$ cat src/logic/ipm_pkg.sv
// Register map, field layout and carrier types of the input gain block
package ipm_pkg;
  // Printed offsets are register indices; byte address is four times these
  localparam logic [7:0] IDX_POWER = 8'h02;
  localparam logic [7:0] IDX_BOOST = 8'h15;
  localparam logic [7:0] IDX_GAIN_1L = 8'h18;
  localparam logic [7:0] IDX_GAIN_2L = 8'h19;
  localparam logic [7:0] IDX_GAIN_1R = 8'h1a;
  localparam logic [7:0] IDX_GAIN_2R = 8'h1b;
  localparam logic [7:0] IDX_SELECT = 8'h28;
  localparam logic [7:0] IDX_LMIX_AMP = 8'h29;
  localparam logic [7:0] IDX_RMIX_AMP = 8'h2a;
  localparam logic [7:0] IDX_LMIX_SRC = 8'h2b;
  localparam logic [7:0] IDX_RMIX_SRC = 8'h2c;
  localparam logic [7:0] IDX_TIMEOUT = 8'h30;
  localparam logic [7:0] IDX_STATUS = 8'h31;

  localparam int POS_LMIX_ENA = 9;
  localparam int POS_RMIX_ENA = 8;
  localparam int POS_MIDBUF = 2;
  localparam int POS_BIAS = 0;
  localparam int POS_VU = 8;
  localparam int POS_SILENCE = 7;
  localparam int POS_ZC = 6;
  localparam int POS_LBOOST = 7;
  localparam int POS_RBOOST = 8;
  localparam int POS_SECOND_UNMUTE = 8;
  localparam int POS_SECOND_GAIN = 7;
  localparam int POS_FIRST_UNMUTE = 5;
  localparam int POS_FIRST_GAIN = 4;
  localparam int POS_HI_SRC = 6;
  localparam int POS_TO_ENA = 15;

  localparam logic [4:0] GAIN_RESET = 5'h0b;
  localparam logic [2:0] SRC_MUTE = 3'h0;
  localparam logic [2:0] SRC_TOP = 3'h7;
  localparam logic [3:0] BOOST_DB = 4'hf;
  localparam logic [3:0] PLAIN_TOP_DB = 4'h6;
  localparam logic [14:0] TO_DIV_RESET = 15'h03ff;

  localparam int NUM_AMPS = 4;
  localparam int GAIN_W = 5;

  typedef struct packed {
    logic [4:0] gain_code;
    logic zero_cross_gate;
    logic silence_req;
    logic armed;
    logic pending;
  } ipm_amp_t;

  typedef struct packed {
    logic unmute_first;
    logic gain_first;
    logic unmute_second;
    logic gain_second;
    logic [2:0] bypass_lvl;
    logic [2:0] voice_lvl;
    logic [2:0] record_lvl;
    logic boost;
    logic enable;
  } ipm_mix_t;

  typedef struct packed {
    logic cyc;
    logic stb;
    logic we;
    logic [3:0] sel;
    logic [9:0] adr;
    logic [31:0] dat;
  } ipm_wb_req_t;
endpackage

$ cat src/logic/ipm_amp_gain.sv
// One input amplifier: staged gain code, zero-cross gate and mute latch
`timescale 1ns/1ps
module ipm_amp_gain #(
  parameter int GW = ipm_pkg::GAIN_W
) (
  input wire logic i_clk_sys,
  input wire logic i_rstn,
  input wire logic i_soft_rst,
  input wire logic [GW-1:0] i_staged_gain,
  input wire logic i_zc_gate,
  input wire logic i_silence_bit,
  input wire logic i_apply,
  input wire logic i_zero_cross,
  input wire logic i_timeout_tick,
  output logic [GW-1:0] o_active_gain,
  output logic o_muted,
  output logic o_pending
);
  typedef struct packed {
    logic [GW-1:0] act;
    logic [GW-1:0] held;
    logic pend;
    logic armed;
    logic muted;
  } ipm_amp_st_t;

  ipm_amp_st_t st_q;
  ipm_amp_st_t st_d;
  logic zc_s1_q;
  logic zc_s2_q;

  // Zero-cross indication comes from the analogue comparator domain
  always_ff @(posedge i_clk_sys or negedge i_rstn) begin
    if (!i_rstn) begin
      zc_s1_q <= 1'b0;
      zc_s2_q <= 1'b0;
    end else begin
      zc_s1_q <= i_zero_cross;
      zc_s2_q <= zc_s1_q;
    end
  end

  always_comb begin
    st_d = st_q;
    if (i_soft_rst) begin
      st_d.act = ipm_pkg::GAIN_RESET;
      st_d.held = ipm_pkg::GAIN_RESET;
      st_d.pend = 1'b0;
      st_d.armed = 1'b0;
      st_d.muted = 1'b0;
    end else begin
      // Mute arms only after the bit has been seen at 0 once
      if (!i_silence_bit) begin
        st_d.armed = 1'b1;
      end
      st_d.muted = i_silence_bit && (st_q.armed || !i_silence_bit);
      if (i_apply) begin
        st_d.held = i_staged_gain;
        if (i_zc_gate) begin
          st_d.pend = 1'b1;
        end else begin
          st_d.act = i_staged_gain;
          st_d.pend = 1'b0;
        end
      end else if (st_q.pend && (zc_s2_q || i_timeout_tick)) begin
        st_d.act = st_q.held;
        st_d.pend = 1'b0;
      end else if (st_q.pend && !i_zc_gate) begin
        st_d.act = st_q.held;
        st_d.pend = 1'b0;
      end
    end
  end

  always_ff @(posedge i_clk_sys or negedge i_rstn) begin
    if (!i_rstn) begin
      st_q <= '{act: ipm_pkg::GAIN_RESET, held: ipm_pkg::GAIN_RESET,
                pend: 1'b0, armed: 1'b0, muted: 1'b0};
    end else begin
      st_q <= st_d;
    end
  end

  assign o_active_gain = st_q.act;
  assign o_muted = st_q.muted;
  assign o_pending = st_q.pend;
endmodule

$ cat src/logic/ipm_tick_div.sv
// Timeout tick divider: one-cycle enable pulse every divider+1 cycles
`timescale 1ns/1ps
module ipm_tick_div #(
  parameter int DW = 15
) (
  input wire logic i_clk_sys,
  input wire logic i_rstn,
  input wire logic i_soft_rst,
  input wire logic i_enable,
  input wire logic [DW-1:0] i_divider,
  output logic o_tick
);
  typedef struct packed {
    logic [DW-1:0] cnt;
    logic tick;
  } ipm_div_st_t;

  ipm_div_st_t st_q;
  ipm_div_st_t st_d;

  always_comb begin
    st_d = st_q;
    st_d.tick = 1'b0;
    if (i_soft_rst || !i_enable) begin
      st_d.cnt = '0;
    end else if (st_q.cnt >= i_divider) begin
      st_d.cnt = '0;
      st_d.tick = 1'b1;
    end else begin
      st_d.cnt = st_q.cnt + DW'(1);
    end
  end

  always_ff @(posedge i_clk_sys or negedge i_rstn) begin
    if (!i_rstn) begin
      st_q <= '0;
    end else begin
      st_q <= st_d;
    end
  end

  assign o_tick = st_q.tick;
endmodule

$ cat src/logic/ipm_input_ctrl.sv
// Record front end control: amplifier gain, input select and mixer levels
`timescale 1ns/1ps
module ipm_input_ctrl #(
  parameter int NA = ipm_pkg::NUM_AMPS,
  parameter int GW = ipm_pkg::GAIN_W
) (
  input wire logic i_clk_sys,
  input wire logic i_rstn,
  input wire logic i_soft_rst,
  input wire logic i_wb_cyc,
  input wire logic i_wb_stb,
  input wire logic i_wb_we,
  input wire logic [3:0] i_wb_sel,
  input wire logic [9:0] i_wb_adr,
  input wire logic [31:0] i_wb_dat,
  output logic [31:0] o_wb_dat,
  output logic o_wb_ack,
  input wire logic [NA-1:0] i_zero_cross,
  output logic [7:0] o_pos_pin_select,
  output logic [NA*GW-1:0] o_active_gain,
  output logic [NA-1:0] o_amp_muted,
  output logic o_midrail_buffer_enable,
  output logic o_master_bias_enable,
  output logic o_left_record_mixer_enable,
  output logic o_right_record_mixer_enable,
  output logic [7:0] o_left_mix_levels,
  output logic [7:0] o_right_mix_levels
);
  // Amplifier order: 0 first left, 1 second left, 2 first right, 3 second right
  typedef struct packed {
    logic [15:0] power;
    logic [15:0] boost;
    logic [NA-1:0][15:0] gain;
    logic [15:0] select;
    logic [15:0] lmix_amp;
    logic [15:0] rmix_amp;
    logic [15:0] lmix_src;
    logic [15:0] rmix_src;
    logic [15:0] timeout;
    logic [7:0] lmix_lvl;
    logic [7:0] rmix_lvl;
    logic ack;
    logic [31:0] rdata;
  } ipm_regs_t;

  ipm_regs_t st_q;
  ipm_regs_t st_d;
  ipm_pkg::ipm_wb_req_t req;
  logic [NA-1:0] apply;
  logic [NA-1:0] pending;
  logic tick;
  logic [NA*GW-1:0] gain_act;
  logic access;
  logic wr;
  logic [7:0] idx;

  // Merge a 16-bit register with byte lanes of the write data
  function automatic logic [15:0] merge16(input logic [15:0] old,
                                          input logic [31:0] wdat,
                                          input logic [3:0] sel);
    logic [15:0] r;
    r = old;
    if (sel[0]) begin
      r[7:0] = wdat[7:0];
    end
    if (sel[1]) begin
      r[15:8] = wdat[15:8];
    end
    return r;
  endfunction

  // Mixer source level in dB, 0 meaning muted path; offset +13 keeps it unsigned
  function automatic logic [4:0] src_db(input logic [2:0] code,
                                        input logic boost_on);
    logic [4:0] r;
    r = 5'h00;
    if (code == ipm_pkg::SRC_MUTE) begin
      r = 5'h00;
    end else if (code == ipm_pkg::SRC_TOP && boost_on) begin
      r = 5'(ipm_pkg::BOOST_DB) + 5'h0d;
    end else begin
      r = 5'(code) * 5'h03 - 5'h02;
    end
    return r;
  endfunction

  // Amplifiers moved by one pair strobe; the register index picks the pair
  function automatic logic [NA-1:0] pair_mask(input logic [7:0] reg_idx);
    logic [NA-1:0] r;
    for (int a = 0; a < NA; a++) begin
      r[a] = (a % 2) == int'(reg_idx[0]);
    end
    return r;
  endfunction

  // Pack one mixer's source states: same layout for left and right
  function automatic logic [7:0] mix_levels(input logic [15:0] amp_lvl,
                                            input logic [15:0] src_lvl,
                                            input logic boost_on,
                                            input logic enable);
    logic [7:0] r;
    r[7] = amp_lvl[ipm_pkg::POS_FIRST_UNMUTE];
    r[6] = amp_lvl[ipm_pkg::POS_SECOND_UNMUTE];
    r[5] = |src_db(src_lvl[8:6], boost_on);
    r[4] = |src_db(src_lvl[2:0], 1'b0);
    r[3] = |src_db(amp_lvl[2:0], 1'b0);
    r[2] = enable;
    r[1] = amp_lvl[ipm_pkg::POS_FIRST_GAIN];
    r[0] = amp_lvl[ipm_pkg::POS_SECOND_GAIN];
    return r;
  endfunction

  assign req = '{cyc: i_wb_cyc, stb: i_wb_stb, we: i_wb_we, sel: i_wb_sel,
                 adr: i_wb_adr, dat: i_wb_dat};
  assign access = req.cyc && req.stb && !st_q.ack;
  assign wr = access && req.we;
  assign idx = req.adr[9:2];

  always_comb begin
    st_d = st_q;
    st_d.ack = access;
    apply = '0;
    if (i_soft_rst) begin
      st_d.power = '0;
      st_d.boost = '0;
      for (int a = 0; a < NA; a++) begin
        st_d.gain[a] = 16'h0080 | 16'(ipm_pkg::GAIN_RESET);
      end
      st_d.select = '0;
      st_d.lmix_amp = '0;
      st_d.rmix_amp = '0;
      st_d.lmix_src = '0;
      st_d.rmix_src = '0;
      st_d.timeout = 16'(ipm_pkg::TO_DIV_RESET);
    end else if (wr) begin
      unique case (idx)
        ipm_pkg::IDX_POWER: st_d.power = merge16(st_q.power, req.dat, req.sel);
        ipm_pkg::IDX_BOOST: st_d.boost = merge16(st_q.boost, req.dat, req.sel);
        ipm_pkg::IDX_SELECT: begin
          st_d.select = merge16(st_q.select, req.dat, req.sel);
        end
        ipm_pkg::IDX_LMIX_AMP: begin
          st_d.lmix_amp = merge16(st_q.lmix_amp, req.dat, req.sel);
        end
        ipm_pkg::IDX_RMIX_AMP: begin
          st_d.rmix_amp = merge16(st_q.rmix_amp, req.dat, req.sel);
        end
        ipm_pkg::IDX_LMIX_SRC: begin
          st_d.lmix_src = merge16(st_q.lmix_src, req.dat, req.sel);
        end
        ipm_pkg::IDX_RMIX_SRC: begin
          st_d.rmix_src = merge16(st_q.rmix_src, req.dat, req.sel);
        end
        ipm_pkg::IDX_TIMEOUT: begin
          st_d.timeout = merge16(st_q.timeout, req.dat, req.sel);
        end
        ipm_pkg::IDX_GAIN_1L, ipm_pkg::IDX_GAIN_2L,
        ipm_pkg::IDX_GAIN_1R, ipm_pkg::IDX_GAIN_2R: begin
          for (int a = 0; a < NA; a++) begin
            if (idx == ipm_pkg::IDX_GAIN_1L + 8'(a)) begin
              // Strobe bit is never stored; it only fires the pair
              st_d.gain[a] = merge16(st_q.gain[a], req.dat, req.sel)
                             & ~(16'h0001 << ipm_pkg::POS_VU);
            end
          end
          if (req.sel[1] && req.dat[ipm_pkg::POS_VU]) begin
            // Left and right of one pair share a strobe
            apply = pair_mask(idx);
          end
        end
        default: ;
      endcase
    end
    // Apply uses the newly written code when strobe and code share a write
    st_d.rdata = '0;
    if (access && !req.we) begin
      unique case (idx)
        ipm_pkg::IDX_POWER: st_d.rdata = 32'(st_q.power);
        ipm_pkg::IDX_BOOST: st_d.rdata = 32'(st_q.boost);
        ipm_pkg::IDX_GAIN_1L: st_d.rdata = 32'(st_q.gain[0]);
        ipm_pkg::IDX_GAIN_2L: st_d.rdata = 32'(st_q.gain[1]);
        ipm_pkg::IDX_GAIN_1R: st_d.rdata = 32'(st_q.gain[2]);
        ipm_pkg::IDX_GAIN_2R: st_d.rdata = 32'(st_q.gain[3]);
        ipm_pkg::IDX_SELECT: st_d.rdata = 32'(st_q.select);
        ipm_pkg::IDX_LMIX_AMP: st_d.rdata = 32'(st_q.lmix_amp);
        ipm_pkg::IDX_RMIX_AMP: st_d.rdata = 32'(st_q.rmix_amp);
        ipm_pkg::IDX_LMIX_SRC: st_d.rdata = 32'(st_q.lmix_src);
        ipm_pkg::IDX_RMIX_SRC: st_d.rdata = 32'(st_q.rmix_src);
        ipm_pkg::IDX_TIMEOUT: st_d.rdata = 32'(st_q.timeout);
        ipm_pkg::IDX_STATUS: st_d.rdata = {24'h000000, o_amp_muted, pending};
        default: st_d.rdata = '0;
      endcase
    end
    // Registered so the analogue side never sees decode glitches
    st_d.lmix_lvl = mix_levels(st_d.lmix_amp, st_d.lmix_src,
                               st_d.boost[ipm_pkg::POS_LBOOST],
                               st_d.power[ipm_pkg::POS_LMIX_ENA]);
    st_d.rmix_lvl = mix_levels(st_d.rmix_amp, st_d.rmix_src,
                               st_d.boost[ipm_pkg::POS_RBOOST],
                               st_d.power[ipm_pkg::POS_RMIX_ENA]);
  end

  always_ff @(posedge i_clk_sys or negedge i_rstn) begin
    if (!i_rstn) begin
      st_q <= '0;
      st_q.gain <= {NA{16'h0080 | 16'(ipm_pkg::GAIN_RESET)}};
      st_q.timeout <= 16'(ipm_pkg::TO_DIV_RESET);
    end else begin
      st_q <= st_d;
    end
  end

  ipm_tick_div #(
    .DW(15)
  ) u_tick (
    .i_clk_sys(i_clk_sys),
    .i_rstn(i_rstn),
    .i_soft_rst(i_soft_rst),
    .i_enable(st_q.timeout[ipm_pkg::POS_TO_ENA]),
    .i_divider(st_q.timeout[14:0]),
    .o_tick(tick)
  );

  for (genvar a = 0; a < NA; a++) begin : g_amp
    ipm_amp_gain #(
      .GW(GW)
    ) u_amp (
      .i_clk_sys(i_clk_sys),
      .i_rstn(i_rstn),
      .i_soft_rst(i_soft_rst),
      .i_staged_gain(st_d.gain[a][GW-1:0]),
      // Gate bit written with the strobe governs that same apply
      .i_zc_gate(st_d.gain[a][ipm_pkg::POS_ZC]),
      .i_silence_bit(st_q.gain[a][ipm_pkg::POS_SILENCE]),
      .i_apply(apply[a]),
      .i_zero_cross(i_zero_cross[a]),
      .i_timeout_tick(tick),
      .o_active_gain(gain_act[a*GW +: GW]),
      .o_muted(o_amp_muted[a]),
      .o_pending(pending[a])
    );
  end

  // Pin select order: 7 2L+, 6 2L-, 5 1L+, 4 1L-, 3 2R+, 2 2R-, 1 1R+, 0 1R-
  assign o_pos_pin_select = st_q.select[7:0];
  assign o_active_gain = gain_act;
  assign o_midrail_buffer_enable = st_q.power[ipm_pkg::POS_MIDBUF];
  assign o_master_bias_enable = st_q.power[ipm_pkg::POS_BIAS];
  assign o_left_record_mixer_enable = st_q.power[ipm_pkg::POS_LMIX_ENA];
  assign o_right_record_mixer_enable = st_q.power[ipm_pkg::POS_RMIX_ENA];

  // Five sources per mixer, packed as enables and levels
  assign o_left_mix_levels = st_q.lmix_lvl;
  assign o_right_mix_levels = st_q.rmix_lvl;

  assign o_wb_ack = st_q.ack;
  assign o_wb_dat = st_q.rdata;
endmodule

$ cat config.mk
export PLATFORM = sky130hd
export DESIGN_NAME = ipm_input_ctrl
export DESIGN_NICKNAME = d
export VERILOG_FILES = /design/src/logic/ipm_pkg.sv /design/src/logic/ipm_amp_gain.sv /design/src/logic/ipm_tick_div.sv /design/src/logic/ipm_input_ctrl.sv
export SDC_FILE = /design/constraint.sdc
export NUM_CORES = 1
export LEC_CHECK = 0
export BUFFER_PORTS_ARGS = -buffer_cell sky130_fd_sc_hd__buf_2
export CORE_MARGIN = 1
export CORE_UTILIZATION = 45
export CTS_BUF_LIST = sky130_fd_sc_hd__clkbuf_4 sky130_fd_sc_hd__clkbuf_8
export DETAILED_ROUTE_END_ITERATION = 8
export GPL_TIMING_DRIVEN = 0
export PLACE_DENSITY = 0.71
export SYNTH_ARGS = -nofsm -noshare
export SYNTH_HDL_FRONTEND = slang
export SYNTH_SLANG_ARGS = --single-unit
$ cat constraint.sdc
create_clock -name i_clk_sys -period 3.5 [get_ports i_clk_sys]
set_clock_uncertainty 0.05 [all_clocks]
set_input_delay 0.35 -clock i_clk_sys [delete_from_list [all_inputs] [get_ports i_clk_sys]]
set_output_delay 0.35 -clock i_clk_sys [all_outputs]
set_load 0.02 [all_outputs]
== After elaboration in Yosys (flattened, before gate mapping) ==
Index checks and enable logic that the tools add are counted.

* Bitwise logic cells: 1
* Magnitude comparators: 1
* Mux-type cells: 98
* $mul: 6
* $add $sub $neg: 7
* Equal/unequal tests: 23
* Reduce and logical (&&, ||, !) cells: 108

{| class="wikitable"
|+ Operators with widths
! kind !! count
|-
| 2-to-1 mux 192 bit || 2
|-
| 2-to-1 mux 16 bit || 13
|-
| case mux 16 bit (13 select lines) || 1
|-
| 2-to-1 mux 8 bit || 21
|-
| 2-to-1 mux 5 bit || 28
|-
| 2-to-1 mux 64 bit || 1
|-
| AND reduction 3 bit || 20
|-
| equality test 8 x 6 -> 1 bit, second input constant || 7
|-
| 2-to-1 mux 13 bit || 4
|-
| equality test 8 x 5 -> 1 bit, second input constant || 5
|-
| nonzero test 2 bit || 20
|-
| AND reduction 4 bit || 8
|-
| multiplier 3 x 2 -> 5 bit, second input constant || 6
|-
| 2-to-1 mux 15 bit || 2
|-
| OR reduction 5 bit || 6
|-
| subtractor 5 x 2 -> 5 bit, second input constant || 6
|-
| 2-to-1 mux 1 bit || 22
|-
| logical AND 1 bit || 19
|-
| zero test 3 bit || 6
|-
| 2-to-1 mux 4 bit || 4
|-
| nonzero test 4 bit || 4
|-
| adder 15 x 1 -> 15 bit, second input constant || 1
|-
| >= comparator 15 bit || 1
|-
| != test 3 bit, second input constant || 4
|-
| 8 further kinds || 33
|}

* Logic and storage cells: 316
* Output and inout port bits: 85
* Bits of input ports: 56
* Register bits: 317

== Longest topological paths before layout ==
* Depth in word-level cells: 11
* Depth in mapped cells: 13

== Modules after synthesis ==
From an unflattened synthesis, not the netlist that was laid out.

* Cell total of the unflattened synthesis: 1538
* Area, all modules: 14831.7 um^2

{| class="wikitable"
|+ By module, submodules not included
! module !! times used !! seq. area each (um^2) !! cells an instance !! area each (um^2)
|-
| ipm_input_ctrl || 1 || 5312.6 || 1210 || 11050.6
|-
| ipm_amp_gain || 4 || 382.9 || 51 || 663.1
|-
| ipm_tick_div || 1 || 400.4 || 124 || 1128.6
|}

== Least setup slack after synthesis ==
No wires, ideal clock.

* Kind: input -> register
* Start point: input port i_wb_adr[9]
* End point: register st_q, in the netlist o_left_mix_levels[5]
* Setup time: 0.126 ns
* Arrival time: 3.169 ns
* Stages on the path: 11
* Path slack: 0.155 ns
* Path through: or3b_1 buf_2 nor3_1 buf_2 nand3_1 mux2i_1 or2_2 ha_1 fa_1 nand3_1 o32a_1

{| class="wikitable"
|+ RTL lines
! element !! RTL line !! RTL
|-
| start: declaration || ipm_input_ctrl.sv:14 || <nowiki>input wire logic [9:0] i_wb_adr,</nowiki>
|-
| end signal: assignment || ipm_input_ctrl.sv:209 || <nowiki>st_q <= st_d;</nowiki>
|-
| end: declaration || ipm_input_ctrl.sv:46 || <nowiki>ipm_regs_t st_q;</nowiki>
|}

==> results.py <==
metrics = {
    "worst_setup_path": {
        "crit_start": "o_wb_ack",
        "r2r_cells": 11,
        "r2r_slack_ps": 140,
        "worstPathCellList": "and4b_1, clkbuf_4, and2_0, clkbuf_2, nand3_2, mux2i_1, or2_2, ha_1, fa_1, nand3_1, o32a_1",
        "r2r-start": "o_wb_ack",
        "cpPeakStageDelay_ps": 490,
        "worstPathMaxFanout": 8,
        "worstSetupEndpoint": "o_left_mix_levels[5]",
        "worst_setup_path_start_kind": "flip-flop",
        "worst-endpoint-arrival_ps": 3760,
        "crit_path_end_kind": "flip-flop",
        "critPathSlowestCell": "fa_1",
        "rr_endpoint": "o_left_mix_levels[5]",
        "critPathKind": "reg2reg",
        "crit_required_ps": 3900,
    },
    "timing": {
        "hold_viol_final": 0,
        "layout_min_cycle_time_ps": 3360,
        "rsz0062_at_grt": "false",
        "slew_headroom": -0.0499,
        "finalSetupViolations": 0,
        "report.final.slew_viol_count": 8,
        "setup_ws_ps": 142,
        "max_freq_mhz": 298,
        "fin_crit_sh": 0.960,
        "hold_slack_ps": 33.6,
        "worst_pin_slew_ps": 1560,
    },
    "yosys": {
        "synth_edf_count": 0,
        "async_flop_share": 1.00,
        "netlist_area_um2": 14500,
        "synth.top_cell.area_share": 0.410,
        "syn_area_per_cell_um2": 9.80,
        "synth_ff_type": "dfrtp_1",
        "yosysMostFrequentCell": "dfrtp_1",
        "ys_types": 77,
        "synth_cells": 1476,
        "ys_ff_latch": 287,
        "synth_top_cells_by_count": "dfrtp_1 (237), nand2_1 (202), nor2_1 (133)",
        "ys_seq_area_frac": 0.501,
        "synth_top_cell_by_area": "dfrtp_1",
        "synth_area_leaders": "dfrtp_1 (41%), dfstp_2 (9.1%), mux2i_1 (7.1%), nand2_1 (5.2%), buf_4 (4.2%)",
        "yosys_warnings": 0,
    },
    "clock_network": {
        "cts_tree": "yes",
        "cts_sinks": 287,
        "clock_latency_ps": 610,
        "h-tree-depth": 2,
        "cts-root-buf": "clkbuf_8",
        "clk_pin_slew_ps": 60,
        "clk_path_buf_depth": 3,
        "cts_buffers": 49,
    },
    "floorplan": {
        "core_um2": 31600,
        "die_y_um": 181,
        "dieArea_um2": 32900,
        "io_pins": 141,
        "die_x_um": 181,
        "num_rows": 65,
        "initial_core_util": 0.458,
    },
    "detailed_routing": {
        "wl_per_cell_um": 23.5,
        "drc": 0,
        "routed_via_density": 5.85,
        "antenna_left": 0,
        "drt_iter0_drc": 1220,
        "vias": 12300,
        "dr.pass1.iters": 6,
        "drt-total-wl_mm": 49.3,
    },
    "layout": {
        "design_area_um2": 16900,
        "drive_gt1_frac": 0.229,
        "multi_input_area_um2": 6180,
        "seq_area_um2": 7240,
        "final_util": 0.535,
        "area_growth_pct": 16.7,
        "final_nets": 1741,
        "nFillCells": 2906,
    },
    "place": {
        "pre_cts_ws_ps": -948,
        "dp_hpwl_mm": 34.9,
        "place_area_um2": 15600,
        "numPortBuffers": 101,
        "gp_congestion": 0.978,
    },
    "global_routing": {
        "grt_pass1_wl_mm": 74.5,
        "grt_max_degree": 123,
        "grt_pass1_vias": 12200,
        "antenna_found_initial": 2,
        "grt_usage": 0.305,
        "overflow": 0,
    },
    "power_and_ir_drop": {
        "p_leak_nw": 7.51,
        "ir_worst_vdd_v": 0.000286,
        "p_per_area_nw_per_um2": 431,
    },
    "hold_path": {
        "hold_class": "in2reg",
        "holdPathStages": 3,
    },
    "outcome": {
        "failed_checks": "max-capacitance violations, max-slew violations",
        "status": "finished, violations left",
    },
    "job": {
        "maxCapViolCount": 1,
    },
}
[registers in the layout (all words and copies together) (netlist names), 7 cells and up]
register	flops
g_amp.u_amp.o_active_gain	20
o_pos_pin_select	8
u_tick.st_q	15
o_right_mix_levels	7
g_amp.u_amp.st_q	24
o_left_mix_levels	7
o_wb_dat	16
st_q	170
[report_power, final]
part	switching (mW)	internal [mW]	total, mW
Clock	1.44	2.02	3.46
Sequential	0.00981	3.34	3.35
Combinational	0.357	0.105	0.462
Total	1.80	5.46	7.27
[kinds of logic (layout without fill, tap and decap cells)]
kind of cell | count (synthesis) | count (layout) | synth area share
muxes | 125 | 125 | 0.0900
and+or+nand+nor | 518 | 518 | 0.167
xor gates and xnor gates | 13 | 13 | 0.00787
adders and majority gates | 30 | 30 | 0.0285
AOI/OAI and AO/OA | 287 | 287 | 0.128
buffers and inverters | 215 | 417 | 0.0778
other | 1 | 17 | 0.000259
DFF | 287 | 287 | 0.501
[worst min-delay path by stage]
stage / start / to / slack, ps
finish: i_wb_dat[3] / st_q[196] / 30
global route: i_wb_dat[11] / st_q[60] / 40
CTS: i_wb_dat[3] / st_q[196] / 8
detailed placement: i_rstn / st_q[155] / 280
global placement: g_amp[0].u_amp.zc_s1_q / g_amp[0].u_amp.zc_s2_q / 280
floorplan: i_rstn / g_amp[0].u_amp.o_active_gain[2] / 4
[timing repair]
action                                 CTS  global route
setup endpoints to repair                4             4
endpoints found under the hold margin   69             0
pin swaps                                1             0
buffers inserted                         1             0
hold buffers                            11             0
gates resized for setup                  6            10
[metal layers]
| layer | up-vias | global-route usage | wire (µm) |
|---|---|---|---|
| li1 | 5414 | - | - |
| met1 | 6049 | 0.395 | 20100 |
| met2 | 650 | 0.481 | 22500 |
| met3 | 155 | 0.0601 | 3960 |
| met4 | 4 | 0.168 | 2820 |
| met5 | - | 0 | 21 |
[critical path, delay by kind of cell, from the launching register on]
| kind | cells | cell delay, ps |
|---|---|---|
| AO/OA/AOI/OAI | 1 | 330 |
| adder cells (fa/ha/maj) | 2 | 700 |
| buffers and inverters | 2 | 430 |
| flip-flops | 1 | 390 |
| multiplexers | 1 | 200 |
| AND/OR/NAND/NOR | 5 | 1130 |
[through the flow]
| stage | TNS (ps) | std cells | total power, mW |
|---|---|---|---|
| after floorplan | 0 | 1491 | 3.60 |
| after global placement | -881010 | 1994 | 3.83 |
| after detailed placement | -32270 | 1996 | 3.84 |
| after CTS | 0 | 2096 | 7.29 |
| after global routing | 0 | 2095 | 7.47 |
| final | 0 | 2096 | 7.27 |
[layout by cell type (no fill, tap or decap), types with 14 or more instances in the layout]
cell type  count
a21oi_1      110
a221oi_1      14
a22oi_1       14
a31oi_1       16
buf_2        107
buf_4         81
clkbuf_1      72
clkbuf_4      17
clkbuf_8      64
conb_1        16
dfrtp_1      237
dfstp_2       50
ha_1          25
inv_1         36
mux2_2        20
mux2i_1      103
nand2_1      201
nand2b_1      22
nand3_1       60
nor2_1       133
nor3_1        20
o21ai_0       49
[layout make-up]
class,instances,share of cell area
diodes,1,0.000148
inverters,36,0.00801
plain buffers,177,0.0589
well taps,402,0.0298
repair buffers,115,0.0408
multi-input cells,989,0.366
flip-flops and latches,287,0.429
clock inverters,10,0.00801
clock buffers,79,0.0589
Power figures use the tool's default switching activity.
